<file path="src/hw/arc_pkg.sv">
// Shared register map, field layouts, reset values and state types for the rate/cal controller.
package arc_pkg;

    // Register word addresses.
    localparam logic [7:0] A_SETUP0    = 8'h00;
    localparam logic [7:0] A_BGCAL     = 8'h08;
    localparam logic [7:0] A_SCAN      = 8'h09;
    localparam logic [7:0] A_SYSCAL    = 8'h0A;
    localparam logic [7:0] A_CLOCK     = 8'h0B;
    localparam logic [7:0] A_GPIO_DIR  = 8'h0C;
    localparam logic [7:0] A_GPIO_OUT  = 8'h0D;
    localparam logic [7:0] A_GPIO_IN   = 8'h0E;
    localparam logic [7:0] A_RESULT    = 8'h0F;
    localparam logic [7:0] A_OFFSET0   = 8'h10;
    localparam logic [7:0] A_GAIN0     = 8'h14;
    localparam logic [7:0] A_BG_OFFSET = 8'h18;

    // Field positions.
    localparam int F_BG_FGA    = 2;
    localparam int F_SCAN_LAST = 4;
    localparam int F_SCAN_RUN  = 8;
    localparam int F_SC_CHAN   = 4;
    localparam int F_CLK_DET   = 0;
    localparam int F_CLK_EXT   = 1;
    localparam int F_CLK_XTAL  = 2;
    localparam int F_CLK_OSC   = 3;
    localparam int F_RES_CHAN  = 24;

    // Reset values and limits.
    localparam logic [2:0]  RATE_RST  = 3'h7;
    localparam logic [23:0] GAIN_RST  = 24'h80_0000;
    localparam logic [23:0] POS_FULL  = 24'h7F_FFFF;
    localparam logic [23:0] NEG_FULL  = 24'h80_0000;
    localparam logic [23:0] U_FULL    = 24'hFF_FFFF;
    localparam logic [5:0]  DIV_STEPS = 6'h30;

    // System calibration commands.
    localparam logic [1:0] SC_OFF    = 2'h0;
    localparam logic [1:0] SC_OFFSET = 2'h1;
    localparam logic [1:0] SC_GAIN   = 2'h3;

    typedef enum logic [1:0] {
        BG_OFF   = 2'h0,
        BG_OC_GE = 2'h1,
        BG_OG_C  = 2'h2,
        BG_OG_E  = 2'h3
    } arc_bg_mode_t;

    typedef enum logic [3:0] {
        ST_IDLE = 4'b0001,
        ST_CONV = 4'b0010,
        ST_DIV  = 4'b0100,
        ST_DONE = 4'b1000
    } arc_fsm_t;

    typedef struct packed {
        logic       unity_gain_buffer;
        logic       fga_bypass;
        logic [1:0] programmable_gain_amplifier;
        logic [2:0] output_rate_select;
    } arc_setup_t;

    typedef struct packed {
        arc_setup_t [6:0]  setup;
        arc_bg_mode_t      bg_mode;
        logic              fixed_amp_background_cal;
        logic [2:0]        first;
        logic [2:0]        last;
        logic              run;
        logic [1:0]        sc_mode;
        logic [1:0]        sc_chan;
        logic              sc_busy;
        logic              det_en;
        logic              ext_sel;
        logic [6:0]        gpio_dir;
        logic [6:0]        gpio_out;
        logic [6:0]        g1;
        logic [6:0]        g2;
        logic [6:0]        g3;
        logic [6:0]        gpio_in;
        logic              x1;
        logic              x2;
        logic              x3;
        logic              xtal;
        arc_fsm_t          fsm;
        logic [2:0]        chan;
        logic              cal_slot;
        logic [21:0]       cnt;
        logic [23:0]       raw;
        logic [3:0][23:0]  offs;
        logic [3:0][23:0]  gains;
        logic [23:0]       bg_off;
        logic [47:0]       dvd;
        logic [47:0]       quo;
        logic [24:0]       rem;
        logic [23:0]       dvs;
        logic [5:0]        step;
        logic              neg;
        logic [23:0]       result;
        logic [2:0]        res_ch;
        logic              res_valid;
        logic              conv_start;
        logic [31:0]       rdata;
    } arc_state_t;

endpackage : arc_pkg

</file>
<file path="src/hw/arc_ctrl.sv">
// Rate, clock, GPIO and calibration control around a 24-bit sigma-delta converter.
//
// Operation
// RL1 - Buffer forced in when total gain is 16 or more, else per-channel bit.
// RL2 - Crystal found in detect mode shuts off internal oscillator, runs external.
// RL3 - Per-channel three-bit rate select picks eight rates; fastest is reset default.
// RL4 - Base rates are clock over 266240 and 16640, each divided by 1,2,4,8.
// RL5 - Rate setting is stored separately for every channel.
// RL6 - Scanned channels share time, so each gets its rate divided by n.
// RL7 - Sinc filter sets rate; mains rejection only at rate 13.42 or lower.
// RL8 - Other clocks keep filter shape; frequencies scale with the clock.
// RL9 - Seven general pins, each driven high/low or read high/low.
// RL10 - Correction recomputes coefficients; estimation applies last known or factory values.
// RL11 - Background calibration covers four channels, each keeping gain and rate.
// RL12 - Background mode field: off, offset-correct, full correct, full estimate.
// RL13 - Full correction with amplifier bit clear costs one fast slot per round.
// RL14 - Offset coefficient is signed 24-bit; gain coefficient is unsigned 1.23.
// RL15 - Result is raw minus offset coefficient, then divided by gain coefficient.
// RL16 - Four coefficient sets; channels 4, 5, 6 reuse sets 0, 1, 2.
// RL17 - Host runs offset determination before gain determination on a channel.
// RL18 - Offset determination stores a coefficient making the zero condition read zero.
// RL19 - Host loads desired code first; device computes gain reaching that code.
// RL20 - Total gain is fixed amplifier 16 or 1 times programmable 1,2,4,8.
// RL21 - Command 1 starts a fresh conversion, stores offset, then clears itself.
// RL22 - Command 3 starts a fresh conversion, overwrites gain, then clears itself.
// RL23 - Calibrated result saturates to 24-bit range instead of wrapping.
//
// The implementer's own choices: the address map and the strobed register port.
module arc_ctrl #(
    parameter int          DIV_SLOW          = 266240,
    parameter int          DIV_FAST          = 16640,
    parameter logic [23:0] FACTORY_BG_OFFSET = 24'h00_0000
) (
    input  wire logic        clk,
    input  wire logic        srst,
    input  wire logic [7:0]  addr,
    input  wire logic [31:0] wdata,
    input  wire logic        wr_en,
    input  wire logic        rd_en,
    output logic      [31:0] rdata,
    input  wire logic        raw_valid,
    input  wire logic [23:0] raw_data,
    output logic             conv_start,
    output logic      [2:0]  conv_channel,
    output logic             conv_is_cal,
    output logic      [2:0]  output_rate,
    output logic             unity_gain_buffer,
    output logic      [7:0]  total_gain,
    output logic             mains_rejection,
    output logic      [23:0] result,
    output logic      [2:0]  result_channel,
    output logic             result_valid,
    input  wire logic [6:0]  general_purpose_pins_in,
    output logic      [6:0]  general_purpose_pins_out,
    output logic      [6:0]  general_purpose_pins_oe_n,
    input  wire logic        crystal_present,
    output logic             internal_osc_enable,
    output logic             clock_from_external
);

    arc_pkg::arc_state_t q;
    arc_pkg::arc_state_t n;

    ////////////////////////////////////////////////////////////////////////////////
    // Helpers.

    function automatic logic [21:0] slot_len(input logic [2:0] sel);
        logic [21:0] base;
        base = sel[2] ? 22'(DIV_FAST) : 22'(DIV_SLOW); // RL4
        return base << (2'h3 - sel[1:0]); // RL4
    endfunction : slot_len

    function automatic logic [7:0] gain_of(input arc_pkg::arc_setup_t s);
        return (s.fga_bypass ? 8'h01 : 8'h10) << s.programmable_gain_amplifier; // RL20
    endfunction : gain_of

    // Channels 4..6 land on sets 0..2 through their low bits.
    function automatic logic [1:0] coef_set(input logic [2:0] ch);
        return ch[1:0]; // RL16
    endfunction : coef_set

    function automatic logic [23:0] sat24(input logic [24:0] v);
        if (v[24] != v[23]) begin
            return v[24] ? arc_pkg::NEG_FULL : arc_pkg::POS_FULL; // RL23
        end
        return v[23:0];
    endfunction : sat24

    ////////////////////////////////////////////////////////////////////////////////
    // Next-state logic.

    logic        pick;
    logic        go;
    logic        go_cal;
    logic [2:0]  go_ch;
    logic [2:0]  nxt;
    logic [1:0]  set;
    logic [23:0] rawv;
    logic [23:0] corr;
    logic [24:0] diff;
    logic [24:0] mag;
    logic [24:0] rem_t;
    logic        qb;

    always_comb begin
        n            = q;
        pick         = 1'b0;
        go           = 1'b0;
        go_cal       = 1'b0;
        go_ch        = q.chan;
        set          = coef_set(q.chan);
        nxt          = (q.chan == q.last) ? q.first : 3'(q.chan + 3'h1); // RL6
        rawv         = raw_valid ? raw_data : q.raw;
        corr         = (q.bg_mode == arc_pkg::BG_OFF) ? rawv
                     : sat24({rawv[23], rawv} - {q.bg_off[23], q.bg_off}); // RL10
        diff         = {corr[23], corr} - {q.offs[set][23], q.offs[set]}; // RL15
        mag          = diff[24] ? 25'(-diff) : diff;
        rem_t        = {q.rem[23:0], q.dvd[47]};
        qb           = rem_t >= {1'b0, q.dvs};
        n.conv_start = 1'b0;
        n.res_valid  = 1'b0;
        n.rdata      = 32'h0000_0000;

        // Pin synchronisers; a bit moves only when the last two stages agree.
        n.g1      = general_purpose_pins_in;
        n.g2      = q.g1;
        n.g3      = q.g2;
        n.gpio_in = (q.g2 & q.g3) | (q.gpio_in & (q.g2 ^ q.g3)); // RL9
        n.x1      = crystal_present;
        n.x2      = q.x1;
        n.x3      = q.x2;
        if (q.x2 == q.x3) begin
            n.xtal = q.x3;
        end

        case (q.fsm)
            arc_pkg::ST_IDLE: begin
                pick = 1'b1;
            end
            arc_pkg::ST_CONV: begin
                if (raw_valid) begin
                    n.raw = raw_data;
                end
                n.cnt = q.cnt - 22'h1;
                if (q.sc_mode != arc_pkg::SC_OFF && !q.sc_busy) begin
                    pick = 1'b1; // RL21
                end else if (q.cnt == 22'h1) begin
                    if (q.cal_slot) begin
                        // Correction modes refresh the term; estimation keeps the last one.
                        if (q.bg_mode == arc_pkg::BG_OC_GE || q.bg_mode == arc_pkg::BG_OG_C) begin
                            n.bg_off = rawv; // RL10
                        end
                        pick = 1'b1;
                    end else if (q.sc_busy && q.sc_mode == arc_pkg::SC_OFFSET) begin
                        n.offs[set] = corr; // RL18
                        n.sc_mode   = arc_pkg::SC_OFF; // RL21
                        n.sc_busy   = 1'b0;
                        pick        = 1'b1;
                    end else begin
                        // The gain register holds the desired code during determination.
                        if (q.sc_busy && q.sc_mode == arc_pkg::SC_GAIN) begin
                            n.neg = 1'b0;
                            n.dvd = diff[24] ? 48'h0 : {diff, 23'h0}; // RL19
                        end else begin
                            n.neg = diff[24];
                            n.dvd = {mag, 23'h0}; // RL15
                        end
                        n.dvs  = q.gains[set]; // RL14
                        n.rem  = 25'h0;
                        n.quo  = 48'h0;
                        n.step = arc_pkg::DIV_STEPS;
                        n.fsm  = arc_pkg::ST_DIV;
                    end
                end
            end
            arc_pkg::ST_DIV: begin
                // Restoring division, one quotient bit a cycle; a zero gain saturates.
                n.rem  = qb ? 25'(rem_t - {1'b0, q.dvs}) : rem_t; // RL15
                n.dvd  = {q.dvd[46:0], 1'b0};
                n.quo  = {q.quo[46:0], qb};
                n.step = q.step - 6'h1;
                if (q.step == 6'h1) begin
                    n.fsm = arc_pkg::ST_DONE;
                end
            end
            arc_pkg::ST_DONE: begin
                if (q.sc_busy && q.sc_mode == arc_pkg::SC_GAIN) begin
                    n.gains[set] = (|q.quo[47:24]) ? arc_pkg::U_FULL : q.quo[23:0]; // RL22
                    n.sc_mode    = arc_pkg::SC_OFF; // RL22
                end else begin
                    if (q.neg) begin
                        n.result = (q.quo > 48'h80_0000) ? arc_pkg::NEG_FULL
                                 : 24'(~q.quo[23:0] + 24'h1); // RL23
                    end else begin
                        n.result = (q.quo > 48'h7F_FFFF) ? arc_pkg::POS_FULL
                                 : q.quo[23:0]; // RL23
                    end
                    n.res_ch    = q.chan;
                    n.res_valid = 1'b1;
                end
                n.sc_busy = 1'b0;
                pick      = 1'b1;
            end
            default: begin
                n.fsm = arc_pkg::ST_IDLE;
            end
        endcase

        ////////////////////////////////////////////////////////////////////////////
        // Register port.

        if (rd_en) begin
            case (addr)
                arc_pkg::A_BGCAL:     n.rdata = {29'h0, q.fixed_amp_background_cal, q.bg_mode};
                arc_pkg::A_SCAN:      n.rdata = {23'h0, q.run, 1'b0, q.last, 1'b0, q.first};
                arc_pkg::A_SYSCAL:    n.rdata = {26'h0, q.sc_chan, 2'h0, q.sc_mode};
                arc_pkg::A_CLOCK:     n.rdata = {28'h0, internal_osc_enable, q.xtal,
                                                 q.ext_sel, q.det_en};
                arc_pkg::A_GPIO_DIR:  n.rdata = {25'h0, q.gpio_dir};
                arc_pkg::A_GPIO_OUT:  n.rdata = {25'h0, q.gpio_out};
                arc_pkg::A_GPIO_IN:   n.rdata = {25'h0, q.gpio_in}; // RL9
                arc_pkg::A_RESULT:    n.rdata = {5'h0, q.res_ch, q.result};
                arc_pkg::A_BG_OFFSET: n.rdata = {8'h0, q.bg_off};
                default: begin
                    if (addr[7:3] == 5'h00 && addr[2:0] != 3'h7) begin
                        n.rdata = {25'h0, q.setup[addr[2:0]]};
                    end else if (addr[7:2] == arc_pkg::A_OFFSET0[7:2]) begin
                        n.rdata = {8'h0, q.offs[addr[1:0]]};
                    end else if (addr[7:2] == arc_pkg::A_GAIN0[7:2]) begin
                        n.rdata = {8'h0, q.gains[addr[1:0]]};
                    end
                end
            endcase
        end

        if (wr_en) begin
            case (addr)
                arc_pkg::A_BGCAL: begin
                    n.bg_mode   = arc_pkg::arc_bg_mode_t'(wdata[1:0]); // RL12
                    n.fixed_amp_background_cal = wdata[arc_pkg::F_BG_FGA];
                end
                arc_pkg::A_SCAN: begin
                    n.first = wdata[2:0];
                    n.last  = wdata[arc_pkg::F_SCAN_LAST +: 3];
                    n.run   = wdata[arc_pkg::F_SCAN_RUN];
                end
                arc_pkg::A_SYSCAL: begin
                    n.sc_mode = wdata[1:0];
                    n.sc_chan = wdata[arc_pkg::F_SC_CHAN +: 2];
                    n.sc_busy = 1'b0;
                end
                arc_pkg::A_CLOCK: begin
                    n.det_en  = wdata[arc_pkg::F_CLK_DET];
                    n.ext_sel = wdata[arc_pkg::F_CLK_EXT];
                end
                arc_pkg::A_GPIO_DIR: n.gpio_dir = wdata[6:0];
                arc_pkg::A_GPIO_OUT: n.gpio_out = wdata[6:0];
                default: begin
                    if (addr[7:3] == 5'h00 && addr[2:0] != 3'h7) begin
                        n.setup[addr[2:0]] = arc_pkg::arc_setup_t'(wdata[6:0]); // RL5
                    end else if (addr[7:2] == arc_pkg::A_OFFSET0[7:2]) begin
                        n.offs[addr[1:0]] = wdata[23:0]; // RL14
                    end else if (addr[7:2] == arc_pkg::A_GAIN0[7:2]) begin
                        n.gains[addr[1:0]] = wdata[23:0]; // RL19
                    end
                end
            endcase
        end

        ////////////////////////////////////////////////////////////////////////////
        // Slot scheduling: calibration command first, then the scan round.

        if (pick) begin
            if (n.sc_mode != arc_pkg::SC_OFF) begin
                go        = 1'b1; // RL21
                go_ch     = {1'b0, n.sc_chan}; // RL11
                n.sc_busy = 1'b1;
            end else if (n.run) begin
                go = 1'b1;
                if (q.fsm != arc_pkg::ST_IDLE && q.chan == q.last && !q.cal_slot
                    && n.bg_mode == arc_pkg::BG_OG_C && !n.fixed_amp_background_cal) begin
                    go_cal = 1'b1; // RL13
                end else begin
                    go_ch = (q.fsm == arc_pkg::ST_IDLE) ? n.first : nxt; // RL6
                end
            end else begin
                n.fsm = arc_pkg::ST_IDLE;
            end
        end

        if (go) begin
            n.fsm        = arc_pkg::ST_CONV;
            n.chan       = go_ch;
            n.cal_slot   = go_cal;
            // Counts are in conversion clocks, so every rate follows the clock.
            n.cnt        = go_cal ? 22'(DIV_FAST)
                         : slot_len(n.setup[go_ch].output_rate_select); // RL8
            n.conv_start = 1'b1;
        end
    end

    always_ff @(posedge clk) begin
        if (srst) begin
            q        <= '0;
            q.fsm    <= arc_pkg::ST_IDLE;
            q.setup  <= {7{arc_pkg::arc_setup_t'({4'h0, arc_pkg::RATE_RST})}}; // RL3
            q.gains  <= {4{arc_pkg::GAIN_RST}};
            q.bg_off <= FACTORY_BG_OFFSET; // RL10
        end else begin
            q <= n;
        end
    end

    ////////////////////////////////////////////////////////////////////////////////
    // Outputs.

    assign rdata                     = q.rdata;
    assign conv_start                = q.conv_start;
    assign conv_channel              = q.chan;
    assign conv_is_cal               = q.cal_slot;
    assign output_rate               = q.setup[q.chan].output_rate_select; // RL3
    assign total_gain                = gain_of(q.setup[q.chan]); // RL20
    assign unity_gain_buffer         = !q.setup[q.chan].fga_bypass
                                     || q.setup[q.chan].unity_gain_buffer; // RL1
    assign mains_rejection           = !q.setup[q.chan].output_rate_select[2]; // RL7
    assign result                    = q.result;
    assign result_channel            = q.res_ch;
    assign result_valid              = q.res_valid;
    assign general_purpose_pins_out  = q.gpio_out; // RL9
    assign general_purpose_pins_oe_n = ~q.gpio_dir; // RL9
    assign internal_osc_enable       = !(q.ext_sel || (q.det_en && q.xtal)); // RL2
    assign clock_from_external       = !internal_osc_enable; // RL2

endmodule : arc_ctrl

</file>
<file path="config.mk">
export PLATFORM = sky130hd
export DESIGN_NAME = arc_ctrl
export DESIGN_NICKNAME = d
export VERILOG_FILES = /design/src/hw/arc_pkg.sv /design/src/hw/arc_ctrl.sv
export SDC_FILE = /design/constraint.sdc
export NUM_CORES = 2
export LEC_CHECK = 0
export ABC_AREA = 0
export BUFFER_PORTS_ARGS = -buffer_cell sky130_fd_sc_hd__buf_4
export CAP_MARGIN = 15
export CELL_PAD_IN_SITES_DETAIL_PLACEMENT = 1
export CELL_PAD_IN_SITES_GLOBAL_PLACEMENT = 2
export CORE_UTILIZATION = 27
export CTS_BUF_LIST = sky130_fd_sc_hd__clkbuf_4 sky130_fd_sc_hd__clkbuf_8 sky130_fd_sc_hd__clkbuf_16
export DETAILED_ROUTE_END_ITERATION = 12
export PLACE_DENSITY_LB_ADDON = 0.1
export SYNTH_ARGS = -nofsm -noshare
export SYNTH_HDL_FRONTEND = slang
export SYNTH_SLANG_ARGS = --single-unit
</file>
<file path="constraint.sdc">
create_clock -name clk -period 10.22 [get_ports clk]
set_input_delay 0 -clock clk [delete_from_list [all_inputs] [get_ports clk]]
set_output_delay 0 -clock clk [all_outputs]
set_load 0.005 [all_outputs]
</file>
==> run metrics <==
Seq/Total Area, Yosys=33.9%; vias per cell=5.35; Synth Area per Inst=8.02 um2; largest cells by area after synthesis=dfxtp_1 (34%), mux4_2 (7.5%), nor2_1 (6.9%); first-pass GRT wire length=214 mm; count leader, synth=nor2_1; WHS Endpoint=q[531]; router iterations before antenna repair=5; Tmin final=8.82 ns; Worst Hold Class=input port to register; IO Pins=171; Horiz. Die Dim=354 um; Final #Nets=4,326; detailed-route via count=31,200; root buffer cell=clkbuf_16; routability cong.=0.814; YS warnings=0; detailed placer's ending HPWL=98.3 mm; leakage power=13.8 nW; Inst Count DP=5,619; pin count of the biggest net entering global routing=82; CP arrival=9.42 ns; max cap viols=0; fin. max-slew vios=0; Critical Path RT=10.82 ns; Synth Cell Area=33,400 um2; design area=38,800 um2; Post-DP Area=35,500 um2; setup TNS=0 ns; Post-DRT Antenna Nets=0; Resized cells post-CTS=0; Crit-path slowest cell=a21oi_1; Multi-input gate area=19,900 um2; clock-pin slew on the worst setup and hold paths=0.06 ns; pwr/cell area=140 nW/um2; Post-CTS Setup Inserts=0; Finished Layout Cells=5,837; EDFF count, synth=0; RSZ-0062 raised after global routing=no; CTS tree=yes; WHS Path Cells=5; actual slew at the worst max-slew pin=1.09 ns; Syn Inst Count=4,167; port bufs=157; CP Class=register to register; CP startpoint kind=register; Max Used Layer=met5; r2r setup slk=1.40 ns; CORE AREA=122,000 um2; Max Fclk=113 MHz; Util after Layout=31.7%; DRC Markers=0; Routed WL=145 mm; initial core utilization=27.3%; Yosys top cell by area=dfxtp_1; clk sinks=566; r2r worst-path depth=33; Layout Skew=0.0306 ns; Largest delay share family, worst path=compound AO/OA/AOI/OAI gates; Congestion Overflow GR=0; ys async rst share=0%; period utilization=86.3%; Synth top cells by count=nor2_1 (611), dfxtp_1 (566), nand2_1 (522), a21oi_1 (345), clkbuf_1 (281); Critical Path Fanout Max=9; Setup-failing EPs final=0; Num CTS Buffers=78; die height=354 um; Worst R2R End=q[212]; global-route usage over all layers=22.7%; full die area=125,000 um2; share of layout cells above drive strength 1=13.7%; initial antenna violation count=13; metal2 WL=65.8 mm; crit path buf inv count=2; Fin. Hold Viols=0; post-synth top area share=33.9%; Max stage delay on crit path=0.54 ns; Starting DRT DRC Count=1,933; Max IR drop VDD=125 uV; Worst Setup End Kind=register; clk_lat worst skew=0.68 ns; WL per Instance=24.8 um; H-tree depth=3; Met3 Wirelength=6.16 mm; Netlist cell types=89; Slew headroom=27.3%; routed metal-1 wirelength=69.2 mm; post-synthesis register bit count=566; Main synth FF type=dfxtp_1; vias in the first global route=31,700; FF+latch area=11,300 um2; FP Rows=128; Area Overhead vs Synth=16.2%; CTS max path bufs=3; min-delay src=addr[7]; worst reg2reg startpoint=q[214]; Fillers=14,500; status=finished clean
==> metrics by stage <==
step / setup slack, ns / total power [mW] / hold slack, ns
after floorplan: 2.02 / 2.55 / 0.128
after global placement: 1.16 / 2.72 / 0.215
after detailed placement: 1.15 / 2.72 / 0.218
after CTS: 1.25 / 5.53 / 0.0347
after global routing: 0.461 / 5.65 / 0.144
final: 1.40 / 5.43 / 0.0887
==> power breakdown <==
part           leakage (nW)  switching [mW]  internal [mW]
registers              4.56         0.00347           2.21
clock network          1.28            1.13           1.61
logic                  7.95           0.313          0.161
total                  13.8            1.45           3.98
==> repair_timing <==
action	4_1_cts	5_1_grt
hold buffers	78	0
hold endpoints to repair	400	0
setup endpoints to repair	0	0
==> cell usage in the layout, fill, tap and decap left out, types with 16 or more instances in the layout <==
cell,n
a2111oi_0,16
a211oi_1,186
a21o_1,28
a21oi_1,345
a222oi_1,18
a22oi_1,16
a311oi_1,88
a31oi_1,36
and3_1,32
buf_4,226
clkbuf_16,78
clkbuf_4,19
dfxtp_1,564
dlygate4sd3_1,78
ha_1,91
inv_1,147
mux2_2,37
mux2i_1,111
mux4_2,112
nand2_1,515
nand2b_1,24
nand3_1,102
nand4_1,16
nor2_1,602
nor2b_1,43
nor3_1,98
nor4_1,28
o211ai_1,25
o21a_1,16
o21ai_0,128
o22ai_1,19
or3_1,20
xnor2_1,47
xor2_1,38
==> metal layers <==
| layer | up-vias | GRT usage (%) |
|---|---|---|
| li1 | 14800 | - |
| met5 | - | 0 |
| met1 | 15700 | 31.5 |
| met4 | 8 | 6.67 |
| met3 | 166 | 3.30 |
| met2 | 586 | 36.3 |
==> worst reg2reg max path: cells and delay by family (launching register included) <==
| kind | cells | cell delay (ns) |
|---|---|---|
| AO/OA/AOI/OAI | 15 | 4.32 |
| XOR/XNOR | 1 | 0.16 |
| adder cells (fa/ha/maj) | 4 | 1.51 |
| buffers and inverters | 2 | 0.19 |
| flip-flops | 1 | 0.52 |
| multiplexers | 1 | 0.16 |
| AND/OR/NAND/NOR | 10 | 1.90 |
==> state kept, by name, summed over array words and instances (netlist names) <==
name                      cells
conv_channel                  3
conv_is_cal                   1
conv_start                    1
general_purpose_pins_out      7
n                            16
q                           483
rdata                        27
result                       24
result_channel                3
result_valid                  1
==> area by class of cell <==
type	instances	area share [%]
Antenna cell	4	0.0258
Inverter	149	1.44
Clock buffer	111	5.89
Clock inverter	23	0.570
Multi-Input combinational cell	3052	51.2
Timing Repair Buffer	307	6.46
Tap cell	1625	5.24
Sequential cell	566	29.2
==> worst max path at each step <==
stage              start     end  slack, ns  depth (start not counted)
3_3_place_gp   raw_valid  q[212]       1.16                         35
2_1_floorplan  raw_valid  q[212]       2.02                         36
3_5_place_dp   raw_valid  q[212]       1.15                         35
6_report          q[214]  q[212]       1.40                         33
5_1_grt        raw_valid  q[212]       0.46                         36
4_1_cts           q[214]  q[212]       1.25                         33
==> cell families after synthesis <==
| family | Yosys count | synth area share [%] |
|---|---|---|
| other cells | 1 | 0.0112 |
| simple gates | 1581 | 20.8 |
| xor+xnor | 85 | 2.23 |
| flops | 566 | 33.9 |
| buf+inv | 553 | 7.11 |
| fa+ha+maj | 95 | 3.62 |
| mux | 260 | 12.1 |
| compound gates | 1026 | 20.2 |
(Power assumes the default switching activity.)
